`src/design/rtd_pkg.sv`:
```
// Shared constants for the real-time clock with time-of-day, day count and alarm.
package rtd_pkg;
	// ----------------------------------------------------------------
	// Clock rates
	// ----------------------------------------------------------------
	localparam int CLK_HZ = 50_000_000;
	localparam int XTAL_HZ = 32768;
	localparam int RC_HZ = 32000;
	localparam int ACC_W = 27;
	localparam logic [ACC_W-1:0] CLK_HZ_W = ACC_W'(CLK_HZ);
	// The accumulator runs at twice the slow rate so that each overflow is one half period.
	localparam logic [ACC_W-1:0] XTAL_INC = ACC_W'(2 * XTAL_HZ);
	localparam logic [ACC_W-1:0] RC_INC = ACC_W'(2 * RC_HZ);
	localparam int PRESCALE_DEFAULT = XTAL_HZ;

	// ----------------------------------------------------------------
	// Counters and reset values
	// ----------------------------------------------------------------
	localparam int TOD_W = 17;
	localparam int DAY_W = 15;
	localparam logic [TOD_W-1:0] TOD_LAST = 17'h1_517F;
	localparam logic [TOD_W-1:0] TOD_RST = 17'h0_0000;
	localparam logic [DAY_W-1:0] DAY_RST = 15'h0000;
	// Unreachable seconds value, so that no alarm fires before software sets one.
	localparam logic [TOD_W-1:0] ALARM_SEC_RST = 17'h1_FFFF;
	localparam logic [DAY_W-1:0] ALARM_DAY_RST = 15'h0000;

	// ----------------------------------------------------------------
	// Serial port framing and register addresses
	// ----------------------------------------------------------------
	localparam int DATA_W = 24;
	localparam int ADDR_W = 6;
	localparam logic [5:0] HDR_BITS = 6'h08;
	localparam logic [5:0] FRAME_BITS = 6'h20;
	localparam logic [5:0] FRAME_DONE = 6'h21;
	localparam logic [ADDR_W-1:0] ADDR_TIME = 6'h14;
	localparam logic [ADDR_W-1:0] ADDR_ALARM = 6'h15;
	localparam logic [ADDR_W-1:0] ADDR_DAY = 6'h16;
	localparam logic [ADDR_W-1:0] ADDR_DAY_ALARM = 6'h17;
endpackage

```
`src/design/rtd_core.sv`:
```
// Real-time clock top: slow clock divider, seconds and day counters, alarm and flags.
//
// Contract
// - Divide the slow clock to one tick per second on the crystal, one per 1.024 s on the RC source; only the tick advances time.
// - Seconds counter is 17 bits, counts 0 to 86399, then returns to zero.
// - Each seconds wrap increments the 15-bit day counter by one unless a day write lands in the same cycle.
// - Day counter covers its full range up to 32767.
// - Every second tick raises the second-tick interrupt event.
// - Second-tick mask set keeps that event off the host interrupt.
// - Host-programmable alarm seconds and alarm day values define the alarm moment.
// - Alarm flag rises when both seconds and day equal the alarm values.
// - Alarm acts as turn-on event only when off; it interrupts both when off and when on.
// - Without a crystal an internal 32 kHz RC source clocks the timekeeping.
// - Slow clock is driven out as a square wave and feeds internal ticks.
// - Time counters are not synchronised against host accesses.
// - Host frame: write bit, 6 address bits, null bit, 24 data bits.
// - Written data takes effect only at the falling edge of the 32nd clock.
`timescale 1ns/1ps
module rtd_core
	import rtd_pkg::*;
#(
	parameter int PRESCALE_DIV = PRESCALE_DEFAULT
) (
	input wire logic ref_clk_in,
	input wire logic rst_in,
	input wire logic crystal_present_in,
	input wire logic system_on_in,
	input wire logic second_tick_mask_in,
	input wire logic alarm_match_mask_in,
	input wire logic second_tick_clear_in,
	input wire logic alarm_match_clear_in,
	input wire logic spi_clk_in,
	input wire logic spi_cs_in,
	input wire logic spi_mosi_in,
	output logic spi_miso_out,
	output logic spi_miso_oe_n_out,
	output logic slow_clock_out,
	output logic second_tick_irq_out,
	output logic alarm_match_irq_out,
	output logic host_irq_out,
	output logic turn_on_event_out,
	output logic [TOD_W-1:0] seconds_of_day_counter_out,
	output logic [DAY_W-1:0] elapsed_day_counter_out
);
	localparam int SUB_W = (PRESCALE_DIV > 2) ? $clog2(PRESCALE_DIV) : 1;
	localparam logic [SUB_W-1:0] SUB_LAST = SUB_W'(PRESCALE_DIV - 1);

	function automatic logic hit(input logic [ADDR_W-1:0] addr, input logic [ADDR_W-1:0] reg_a);
		hit = (addr == reg_a);
	endfunction

	// ----------------------------------------------------------------
	// Host port
	// ----------------------------------------------------------------
	logic wr_stb;
	logic [ADDR_W-1:0] wr_addr;
	logic [DATA_W-1:0] wr_data;
	logic [ADDR_W-1:0] rd_addr;
	logic [DATA_W-1:0] rd_data;
	logic [TOD_W-1:0] seconds_of_day_counter;
	logic [DAY_W-1:0] day;
	logic [TOD_W-1:0] alarm_seconds_value;
	logic [DAY_W-1:0] alarm_day_value;

	rtd_serial_port u_port (
		.ref_clk_in(ref_clk_in),
		.rst_in(rst_in),
		.spi_clk_in(spi_clk_in),
		.spi_cs_in(spi_cs_in),
		.spi_mosi_in(spi_mosi_in),
		.rd_data_in(rd_data),
		.rd_addr_out(rd_addr),
		.spi_miso_out(spi_miso_out),
		.spi_miso_oe_n_out(spi_miso_oe_n_out),
		.wr_stb_out(wr_stb),
		.wr_addr_out(wr_addr),
		.wr_data_out(wr_data)
	);

	wire tod_wr = wr_stb & hit(wr_addr, ADDR_TIME);
	wire day_wr = wr_stb & hit(wr_addr, ADDR_DAY);
	wire alarm_sec_wr = wr_stb & hit(wr_addr, ADDR_ALARM);
	wire alarm_day_wr = wr_stb & hit(wr_addr, ADDR_DAY_ALARM);
	wire [TOD_W-1:0] tod_wr_val = wr_data[TOD_W-1:0];
	wire [DAY_W-1:0] day_wr_val = wr_data[DAY_W-1:0];

	// Both domains share one clock here, so each read word is coherent on its own;
	// seconds and day are still separate frames and may straddle a tick.
	assign rd_data = hit(rd_addr, ADDR_TIME) ? {7'h00, seconds_of_day_counter} :
		hit(rd_addr, ADDR_ALARM) ? {7'h00, alarm_seconds_value} :
		hit(rd_addr, ADDR_DAY) ? {9'h000, day} :
		hit(rd_addr, ADDR_DAY_ALARM) ? {9'h000, alarm_day_value} : 24'h00_0000;

	// ----------------------------------------------------------------
	// Slow clock generation
	// ----------------------------------------------------------------
	logic [ACC_W-1:0] acc;
	logic [SUB_W-1:0] sub_cnt;
	wire [ACC_W-1:0] inc = crystal_present_in ? XTAL_INC : RC_INC;
	wire [ACC_W-1:0] acc_sum = acc + inc;
	wire half_pulse = (acc_sum >= CLK_HZ_W);
	wire slow_tick = half_pulse & ~slow_clock_out;
	// A time write restarts the sub-second phase and cancels a tick in the same cycle.
	wire sec_tick = slow_tick & (sub_cnt == SUB_LAST) & ~tod_wr;
	wire tod_wrap = sec_tick & (seconds_of_day_counter >= TOD_LAST);

	always_ff @(posedge ref_clk_in) begin
		if (rst_in) begin
			acc <= 27'h000_0000;
			slow_clock_out <= 1'b0;
			sub_cnt <= '0;
		end else begin
			acc <= half_pulse ? acc_sum - CLK_HZ_W : acc_sum;
			slow_clock_out <= slow_clock_out ^ half_pulse;
			if (tod_wr) begin
				sub_cnt <= '0;
			end else if (slow_tick) begin
				sub_cnt <= (sub_cnt == SUB_LAST) ? '0 : sub_cnt + 1'b1;
			end
		end
	end

	// ----------------------------------------------------------------
	// Time, day and alarm registers
	// ----------------------------------------------------------------
	always_ff @(posedge ref_clk_in) begin
		if (rst_in) begin
			seconds_of_day_counter <= TOD_RST;
			day <= DAY_RST;
			alarm_seconds_value <= ALARM_SEC_RST;
			alarm_day_value <= ALARM_DAY_RST;
		end else begin
			if (tod_wr) begin
				seconds_of_day_counter <= tod_wr_val;
			end else if (sec_tick) begin
				seconds_of_day_counter <= tod_wrap ? TOD_RST : seconds_of_day_counter + 17'h0_0001;
			end
			if (day_wr) begin
				day <= day_wr_val;
			end else if (tod_wrap) begin
				day <= day + 15'h0001;
			end
			if (alarm_sec_wr) begin
				alarm_seconds_value <= tod_wr_val;
			end
			if (alarm_day_wr) begin
				alarm_day_value <= day_wr_val;
			end
		end
	end

	assign seconds_of_day_counter_out = seconds_of_day_counter;
	assign elapsed_day_counter_out = day;

	// ----------------------------------------------------------------
	// Alarm compare, flags and host interrupt
	// ----------------------------------------------------------------
	logic match_q;
	wire match_now = (seconds_of_day_counter == alarm_seconds_value) & (day == alarm_day_value);
	// Only the moment of reaching the alarm counts, so a standing match does not refire.
	wire alarm_event = match_now & ~match_q;

	always_ff @(posedge ref_clk_in) begin
		if (rst_in) begin
			match_q <= 1'b0;
			second_tick_irq_out <= 1'b0;
			alarm_match_irq_out <= 1'b0;
			host_irq_out <= 1'b0;
			turn_on_event_out <= 1'b0;
		end else begin
			match_q <= match_now;
			// A set arriving with a clear wins.
			second_tick_irq_out <= sec_tick | (second_tick_irq_out & ~second_tick_clear_in);
			alarm_match_irq_out <= alarm_event | (alarm_match_irq_out & ~alarm_match_clear_in);
			host_irq_out <= (second_tick_irq_out & ~second_tick_mask_in) |
				(alarm_match_irq_out & ~alarm_match_mask_in);
			turn_on_event_out <= alarm_event & ~system_on_in;
		end
	end

	// ----------------------------------------------------------------
	// Assertions
	// ----------------------------------------------------------------
	tod_wrap_zero_a: assert property (@(posedge ref_clk_in) disable iff (rst_in)
		tod_wrap |=> (seconds_of_day_counter == TOD_RST)) else $error("seconds did not return to zero");
	tod_step_a: assert property (@(posedge ref_clk_in) disable iff (rst_in)
		(sec_tick && seconds_of_day_counter < TOD_LAST) |=> (seconds_of_day_counter == $past(seconds_of_day_counter) + 17'h0_0001))
		else $error("seconds did not advance by one");
	day_increment_a: assert property (@(posedge ref_clk_in) disable iff (rst_in)
		(tod_wrap && !day_wr) |=> (day == $past(day) + 15'h0001))
		else $error("day did not advance on wrap");
	tod_hold_a: assert property (@(posedge ref_clk_in) disable iff (rst_in)
		(!sec_tick && !tod_wr) |=> $stable(seconds_of_day_counter)) else $error("seconds moved without a tick");
	tick_spacing_a: assert property (@(posedge ref_clk_in) disable iff (rst_in)
		sec_tick |=> !sec_tick [*2]) else $error("second ticks too close");
	tick_flag_a: assert property (@(posedge ref_clk_in) disable iff (rst_in)
		sec_tick |=> second_tick_irq_out) else $error("tick flag not set");
	flag_sticky_a: assert property (@(posedge ref_clk_in) disable iff (rst_in)
		(alarm_match_irq_out && !alarm_match_clear_in) |=> alarm_match_irq_out)
		else $error("alarm flag dropped without clear");
	tick_mask_a: assert property (@(posedge ref_clk_in) disable iff (rst_in)
		(second_tick_mask_in && !(alarm_match_irq_out && !alarm_match_mask_in)) |=> !host_irq_out)
		else $error("masked tick reached host interrupt");
	alarm_flag_a: assert property (@(posedge ref_clk_in) disable iff (rst_in)
		(match_now && !match_q) |=> alarm_match_irq_out) else $error("alarm match missed");
	turn_on_a: assert property (@(posedge ref_clk_in) disable iff (rst_in)
		$rose(match_now) |=> (turn_on_event_out == !$past(system_on_in)))
		else $error("turn-on event wrong for power state");
	tod_load_a: assert property (@(posedge ref_clk_in) disable iff (rst_in)
		tod_wr |=> (seconds_of_day_counter == $past(tod_wr_val)) ##1 !sec_tick) else $error("time write not loaded");
endmodule // rtd_core

```
`src/design/rtd_serial_port.sv`:
```
// Serial control port slave: 32-bit frames, commit on the falling edge of the 32nd clock.
`timescale 1ns/1ps
module rtd_serial_port
	import rtd_pkg::*;
(
	input wire logic ref_clk_in,
	input wire logic rst_in,
	input wire logic spi_clk_in,
	input wire logic spi_cs_in,
	input wire logic spi_mosi_in,
	input wire logic [DATA_W-1:0] rd_data_in,
	output logic [ADDR_W-1:0] rd_addr_out,
	output logic spi_miso_out,
	output logic spi_miso_oe_n_out,
	output logic wr_stb_out,
	output logic [ADDR_W-1:0] wr_addr_out,
	output logic [DATA_W-1:0] wr_data_out
);
	// ----------------------------------------------------------------
	// Edge detection of the sampled serial clock
	// ----------------------------------------------------------------
	// The serial clock is sampled by the system clock, so it must stay below a quarter of it.
	logic sclk_q;
	logic [5:0] bit_cnt;
	logic [31:0] shift_in;
	logic [DATA_W-1:0] out_sr;

	wire sclk_rise = spi_cs_in & spi_clk_in & ~sclk_q & (bit_cnt < FRAME_BITS);
	wire sclk_fall = spi_cs_in & ~spi_clk_in & sclk_q;
	wire frame_end = sclk_fall & (bit_cnt == FRAME_BITS);
	wire load_rd = sclk_fall & (bit_cnt == HDR_BITS);
	wire shift_rd = sclk_fall & (bit_cnt > HDR_BITS) & (bit_cnt < FRAME_BITS);
	// Header is write flag, six address bits and one null bit; data follows MSB first.
	wire is_write = shift_in[31];
	wire [ADDR_W-1:0] frame_addr = shift_in[30:25];

	assign rd_addr_out = shift_in[6:1];
	assign spi_miso_out = out_sr[DATA_W-1];
	assign spi_miso_oe_n_out = ~spi_cs_in;

	// ----------------------------------------------------------------
	// Frame shifting
	// ----------------------------------------------------------------
	always_ff @(posedge ref_clk_in) begin
		if (rst_in) begin
			sclk_q <= 1'b0;
			bit_cnt <= 6'h00;
			shift_in <= 32'h0000_0000;
			out_sr <= 24'h00_0000;
		end else begin
			sclk_q <= spi_clk_in;
			if (!spi_cs_in) begin
				// A frame cut short by chip select is dropped whole.
				bit_cnt <= 6'h00;
				out_sr <= 24'h00_0000;
			end else if (sclk_rise) begin
				shift_in <= {shift_in[30:0], spi_mosi_in};
				bit_cnt <= bit_cnt + 6'h01;
			end else if (frame_end) begin
				bit_cnt <= FRAME_DONE;
			end
			if (spi_cs_in && load_rd) begin
				out_sr <= rd_data_in;
			end else if (spi_cs_in && shift_rd) begin
				out_sr <= {out_sr[DATA_W-2:0], 1'b0};
			end
		end
	end

	// ----------------------------------------------------------------
	// Write strobe
	// ----------------------------------------------------------------
	always_ff @(posedge ref_clk_in) begin
		if (rst_in) begin
			wr_stb_out <= 1'b0;
			wr_addr_out <= 6'h00;
			wr_data_out <= 24'h00_0000;
		end else begin
			wr_stb_out <= frame_end & is_write;
			if (frame_end) begin
				wr_addr_out <= frame_addr;
				wr_data_out <= shift_in[DATA_W-1:0];
			end
		end
	end
endmodule // rtd_serial_port

```
`config.mk`:
```
export PLATFORM = sky130hd
export DESIGN_NAME = rtd_core
export DESIGN_NICKNAME = d
export VERILOG_FILES = /design/src/design/rtd_pkg.sv /design/src/design/rtd_core.sv /design/src/design/rtd_serial_port.sv
export SDC_FILE = /design/constraint.sdc
export NUM_CORES = 1
export LEC_CHECK = 0
export BUFFER_PORTS_ARGS = -buffer_cell sky130_fd_sc_hd__clkbuf_2
export CORE_UTILIZATION = 40
export CTS_CLUSTER_DIAMETER = 30
export DETAILED_ROUTE_END_ITERATION = 16
export GPL_TIMING_DRIVEN = 1
export PLACE_DENSITY_LB_ADDON = 0.2
export SKIP_CTS_REPAIR_TIMING = 1
export SYNTH_ARGS = -nofsm -noshare
export SYNTH_HDL_FRONTEND = slang
export SYNTH_SLANG_ARGS = --single-unit
```
`constraint.sdc`:
```
create_clock -name ref_clk_in -period 5.6 [get_ports ref_clk_in]
set_input_delay 1.12 -clock ref_clk_in [delete_from_list [all_inputs] [get_ports ref_clk_in]]
set_output_delay 1.12 -clock ref_clk_in [all_outputs]
set_load 0.02 [all_outputs]
```
==> impl_metrics.json, run 1 <==
{
  "status": "finished clean",
  "grt_util_all_layers_pct": 21.65,
  "min_period_ns": 5.067,
  "synth_area_mm2": 0.009455,
  "syn_inst": 1114,
  "synth_fp_nets": 1141,
  "grt_pass1_wl_mm": 41.24,
  "startpoint_type": "input port",
  "placed_area_mm2": 0.01005,
  "clk_latency_ns": 0.43,
  "antenna_found_initial": 0,
  "relSlewSlack_pct": 39.21,
  "dpl.hpwl_mm": 16.88,
  "synth_top_family_by_area": "simple AND/OR/NAND/NOR gates",
  "max_clock_freq_mhz": 197.4,
  "postLayoutSetupSlackWorst_ns": 0.5331,
  "muxShareOfSynthArea_pct": 5.769,
  "yosys_warnings": 0,
  "synth_xor_area_share_pct": 7.318,
  "hold_class": "flop to flop",
  "endpoint_kind": "flop",
  "synth.distinct_cells": 68,
  "p_total_uw": 2961,
  "clkTransAtPathRegs_ns": 0.07,
  "yosysSeqAreaShare_pct": 40.65,
  "routedWlPerCell_um": 17.21,
  "ant_nets": 0,
  "fin_cells": 1463,
  "clock-sinks": 192,
  "critPathRequiredTime_ns": 5.95,
  "synth_flop_cell": "dfxtp_1",
  "dpl.cell_count": 1432,
  "yosys.area_share.simple_pct": 23.49,
  "tightestPinTransition_ns": 0.9119,
  "overflow": 0,
  "hold_viol_final": 0,
  "rows": 55,
  "place_congestion": 0.8580,
  "dr_total_vias": 8067,
  "path_cells": "clkbuf_2, inv_1, ha_1, ha_1, a211o_1, nand3_1, a21oi_1, or4_4, o211a_2, o31ai_4, nand2_4, inv_1, ha_1, nand4_1, nor2_4, o2111a_2, and3_1, nand4_1, or3_1, a311oi_1",
  "core_area_mm2": 0.02292,
  "crit_path_max_fanout": 6,
  "synthAdderAreaFrac_pct": 2.117,
  "worst_path_most_repeated_cell": "ha_1",
  "crit_path_max_incr_delay_ns": 0.49,
  "period_share_pct": 90.48,
  "cts.htree.levels": 4,
  "nets": 1165,
  "worst-path-buf-inv": 3,
  "setup_viol": 0,
  "antenna-diode-count": 0,
  "drt_iter0_drc": 717,
  "maxCapViolCount": 0,
  "ir_drop_v": 0.0001635,
  "drt_wl_total_mm": 25.18,
  "start_util_pct": 41.26,
  "cts_tree": "done",
  "final.setup_skew_ns": 0.01143,
  "synth.ff_latch_count": 192,
  "cts_buffers": 17,
  "first_global_vias": 7458,
  "die_w_um": 155.7,
  "io_buffers": 49,
  "synth_edf_count": 0,
  "die-height_um": 155.7,
  "crit_type": "input port to flop",
  "drt_first_pass_iters": 5,
  "p_leak_uw": 0.003846,
  "avgSynthCellArea_um2": 8.488,
  "grt_max_degree": 92,
  "slowest_stage": "or4_4",
  "critPathTopFamily": "simple AND/OR/NAND/NOR gates",
  "tns_ns": 0,
  "async_flop_share_pct": 0,
  "drv_slew": 0,
  "io_pins": 50,
  "p_per_area_mw_per_mm2": 279.2,
  "remaining_drc_errors": 0,
  "fin_area_mm2": 0.01061,
  "crit_arrival_ns": 5.41,
  "synth-compound-area-share_pct": 17.14,
  "dieArea_mm2": 0.02426,
  "post-place-ws_ns": 0.05320,
  "root_buffer": "clkbuf_16",
  "routed_via_density": 5.514,
  "rsz0062_at_grt": "no",
  "clk_path_buf_depth": 2,
  "drive_gt1_share_pct": 12.70,
  "area_growth_pct": 12.16
}
[where the power goes]
group | total [µW] | switching [µW] | internal, µW | leakage [µW]
sequential | 1400 | 15.3 | 1380 | 0.00155
clock | 1170 | 549 | 624 | 0.000280
combinational | 389 | 241 | 148 | 0.00202
total | 2960 | 805 | 2160 | 0.00385
[worst paths after layout]
kind,start,to,slack [ns],cells after the start
min,match_q,turn_on_event_out,0.42,1
min reg2reg,match_q,turn_on_event_out,0.42,1
max reg2reg,acc[16],elapsed_day_counter_out[8],1.15,17
max,crystal_present_in,elapsed_day_counter_out[8],0.53,20
[registers in the layout, indices dropped and copies added, names as in the netlist, 15 cells and up]
register	count
sub_cnt	15
alarm_day_value	15
acc	20
elapsed_day_counter_out	15
alarm_seconds_value	17
u_port.shift_in	32
u_port.wr_data_out	17
seconds_of_day_counter_out	17
u_port.out_sr	24
[cell usage in the layout (no fill, tap or decap), types with 6 or more instances in the layout]
master,n
dfxtp_1,192
nand2_1,162
nor2_1,107
a21oi_1,100
xor2_1,50
clkbuf_2,48
o21ai_0,40
nand3_1,34
xnor2_1,29
buf_4,25
nor2b_1,24
inv_1,19
a211o_1,18
nor3_1,18
nand4_1,18
a211oi_1,17
mux2i_1,17
clkbuf_16,17
and3_1,16
ha_1,16
nor3b_1,15
mux4_2,15
nor4_1,14
a222oi_1,14
a311oi_1,9
nand2b_1,8
or3_1,8
nand3b_1,6
clkinv_2,6
[metal layers]
layer  up-vias  track usage [%]  wire (µm)
met1      3848            31.84      12670
met3        11            3.889       1216
met2       173            33.10      11100
met4         0            3.922        199
met5         -                0          0
li1       4035                -          -
[through the flow]
step,hold WS [ns],util [%]
4_1_cts,0.4235,46.28
6_report,0.4213,46.28
3_5_place_dp,0.4022,43.87
2_1_floorplan,0.3928,-
3_3_place_gp,0.4191,43.87
5_1_grt,0.4636,46.28
[area by class of cell]
type	instances	area [µm²]
fill	2256	12310
sequential	192	3844
tap	313	391.6
clock buffer	18	439.2
inverter	19	71.32
clock inverter	13	112.6
timing repair buffer	74	439.2
multi-input combinational	834	5308
[Yosys cell counts (17+ instances only)]
| library cell | number | area (µm²) |
|---|---|---|
| a211o_1 | 18 | 157.7 |
| a211oi_1 | 17 | 127.6 |
| a21oi_1 | 100 | 500.5 |
| clkbuf_1 | 66 | 247.7 |
| dfxtp_1 | 192 | 3844 |
| inv_1 | 19 | 71.32 |
| mux2i_1 | 17 | 170.2 |
| nand2_1 | 162 | 608.1 |
| nand3_1 | 34 | 170.2 |
| nand4_1 | 18 | 112.6 |
| nor2_1 | 109 | 409.1 |
| nor2b_1 | 24 | 150.1 |
| nor3_1 | 18 | 90.09 |
| o21ai_0 | 40 | 200.2 |
| xnor2_1 | 29 | 254.0 |
| xor2_1 | 50 | 437.9 |
[cells by family after synthesis]
family / Yosys count
adders and majority gates: 16
DFF: 192
xor gates and xnor gates: 79
buffers and inverters: 88
muxes: 35
AOI/OAI and AO/OA: 245
and+or+nand+nor: 459
[worst reg2reg max path, cell delays in order (launching register included)]
cell,delay [ns]
dfxtp_1,0.31
ha_1,0.43
nand3_1,0.17
a221oi_4,0.31
nor2_2,0.07
or4_4,0.54
o211a_2,0.16
o31ai_4,0.30
nand2_4,0.07
inv_1,0.08
ha_1,0.18
nand4_1,0.17
nor2_4,0.14
o2111a_2,0.28
and3_1,0.23
nand4_1,0.28
or3_1,0.39
a311oi_1,0.24
Power figures use the tool's default switching activity.
==> run 2, diff against run 1 <==
- SYNTH_HIERARCHICAL: unset -> 1
- clock period: 5.6 -> 5.1 ns (I/O delays scaled with it)
==> impl_metrics.json, run 2 <==
{
  "cts.htree.levels": 4,
  "core_area_mm2": 0.02504,
  "hold_class": "flop to flop",
  "startpoint_type": "input port",
  "syn_inst": 1210,
  "routedWlPerCell_um": 17.23,
  "p_total_uw": 3521,
  "ir_drop_v": 0.0002017,
  "cts_tree": "done",
  "cts_buffers": 17,
  "ant_nets": 0,
  "place_congestion": 0.8678,
  "drt_iter0_drc": 717,
  "grt_util_all_layers_pct": 21.26,
  "dieArea_mm2": 0.02608,
  "utilization_pct": 45.21,
  "endpoint_kind": "flop",
  "avgSynthCellArea_um2": 8.409,
  "nets": 1251,
  "start_util_pct": 40.64,
  "hold_viol_final": 0,
  "p_leak_uw": 0.004114,
  "relSlewSlack_pct": 20.15,
  "clock-sinks": 192,
  "rows": 58,
  "yosys_warnings": 6,
  "final_cell_mix": "nand2_1, dfxtp_1, a21oi_1",
  "crit_arrival_ns": 4.95,
  "antenna-diode-count": 0,
  "maxCapViolCount": 0,
  "setup_viol": 0,
  "grt_pass1_wl_mm": 44.03,
  "clk_path_buf_depth": 2,
  "whs_path_depth": 1,
  "final.setup_skew_ns": 0.01653,
  "rrSetupSlack_ns": 0.97,
  "max_clock_freq_mhz": 217.0,
  "use_met2_pct": 34.80,
  "antenna_found_initial": 0,
  "clk_latency_ns": 0.45,
  "grt_max_degree": 84,
  "area_growth_pct": 11.25,
  "p_per_area_mw_per_mm2": 311.0,
  "drive_gt1_share_pct": 15.04,
  "reg.largest.list": "u_port/shift_in x32, u_port/out_sr x24, acc x20",
  "io_pins": 50,
  "min-delay-start": "match_q",
  "overflow": 0,
  "die-height_um": 161.5,
  "crit_path_max_fanout": 6,
  "clkTransAtPathRegs_ns": 0.08,
  "regToRegStartpoint": "acc[9]",
  "top_usage_layer": "met2",
  "drv_slew": 0,
  "remaining_drc_errors": 0,
  "layout_commonest_cell": "nand2_1",
  "largest_register": "u_port/shift_in",
  "dpl.hpwl_mm": 18.62,
  "drt_wl_total_mm": 27.00,
  "critPathRequiredTime_ns": 5.45,
  "gr-usage-met3_pct": 3.749,
  "n_fill_cell": 2491,
  "r2r_cells": 18,
  "io_buffers": 49,
  "whs_endpoint": "turn_on_event_out",
  "synth_area_mm2": 0.01017,
  "status": "finished clean",
  "root_buffer": "clkbuf_16",
  "rsz0062_at_grt": "no",
  "drt_first_pass_iters": 5,
  "period_share_pct": 90.35,
  "timing.rr.end": "elapsed_day_counter_out[6]",
  "use_met1_pct": 28.31,
  "die_w_um": 161.5,
  "first_global_vias": 8108,
  "min_period_ns": 4.608,
  "largest_register_ffs": 32,
  "tightestPinTransition_ns": 1.193,
  "routed_via_density": 5.538,
  "dr_total_vias": 8678,
  "crit_type": "input port to flop"
}
## run 2: critical path, stage by stage
cell and delay, ns:
clkbuf_2 0.09, inv_1 0.08, buf_4 0.16, ha_1 0.33
o21ai_0 0.15, o21ba_4 0.26, o21ba_4 0.26, or3_4 0.42
xnor2_4 0.22, a311oi_4 0.06, inv_2 0.08, ha_1 0.17
nand3_1 0.09, nor3_1 0.22, buf_4 0.16, nor2b_1 0.17
nand2_1 0.13, a2111oi_0 0.52, xnor2_1 0.11, a211oi_1 0.26
## run 2: per-layer routing
metal | vias to the layer above | part of all wire, %
met5 | - | 0
li1 | 4294 | -
met2 | 194 | 46
met3 | 40 | 4.4
met4 | 0 | 2.3
met1 | 4150 | 47
## run 2: final cells by class
cell class | count | area (µm²) | area share (%)
clock buffer | 17 | 425.4 | 3.758
clock inverter | 15 | 237.7 | 2.100
inverter | 24 | 90.09 | 0.7958
multi-input combinational | 907 | 5802 | 51.25
sequential | 192 | 3844 | 33.96
tap | 330 | 412.9 | 3.648
timing repair buffer | 82 | 508.0 | 4.488
## run 2: worst max path at each step
stage | start | endpoint | slack (ns) | cells after the start
after floorplan | crystal_present_in | elapsed_day_counter_out[6] | -0.04 | 19
after global placement | crystal_present_in | elapsed_day_counter_out[7] | 0.13 | 20
after detailed placement | crystal_present_in | elapsed_day_counter_out[7] | 0.09 | 20
after CTS | crystal_present_in | elapsed_day_counter_out[6] | 0.54 | 20
after global routing | crystal_present_in | elapsed_day_counter_out[7] | 0.08 | 20
final | crystal_present_in | elapsed_day_counter_out[6] | 0.49 | 20
## run 2: per-stage QoR
stage	hold slack, ns	area [µm²]	setup TNS (ns)	setup slack, ns	cells
6_report	0.4238	11320	0	0.4920	1567
5_1_grt	0.4467	11320	0	0.08479	1567
4_1_cts	0.4166	11320	0	0.5379	1567
3_5_place_dp	0.4080	10660	0	0.08903	1535
3_3_place_gp	0.4109	10660	0	0.1295	1535
2_1_floorplan	0.3928	10200	-0.07355	-0.03679	1216
## run 2: where the power goes
part	switching, µW	internal [µW]	leakage (µW)
registers	21.4	1520	0.00155
clock network	765	709	0.000320
logic	302	204	0.00225
total	1090	2430	0.00411
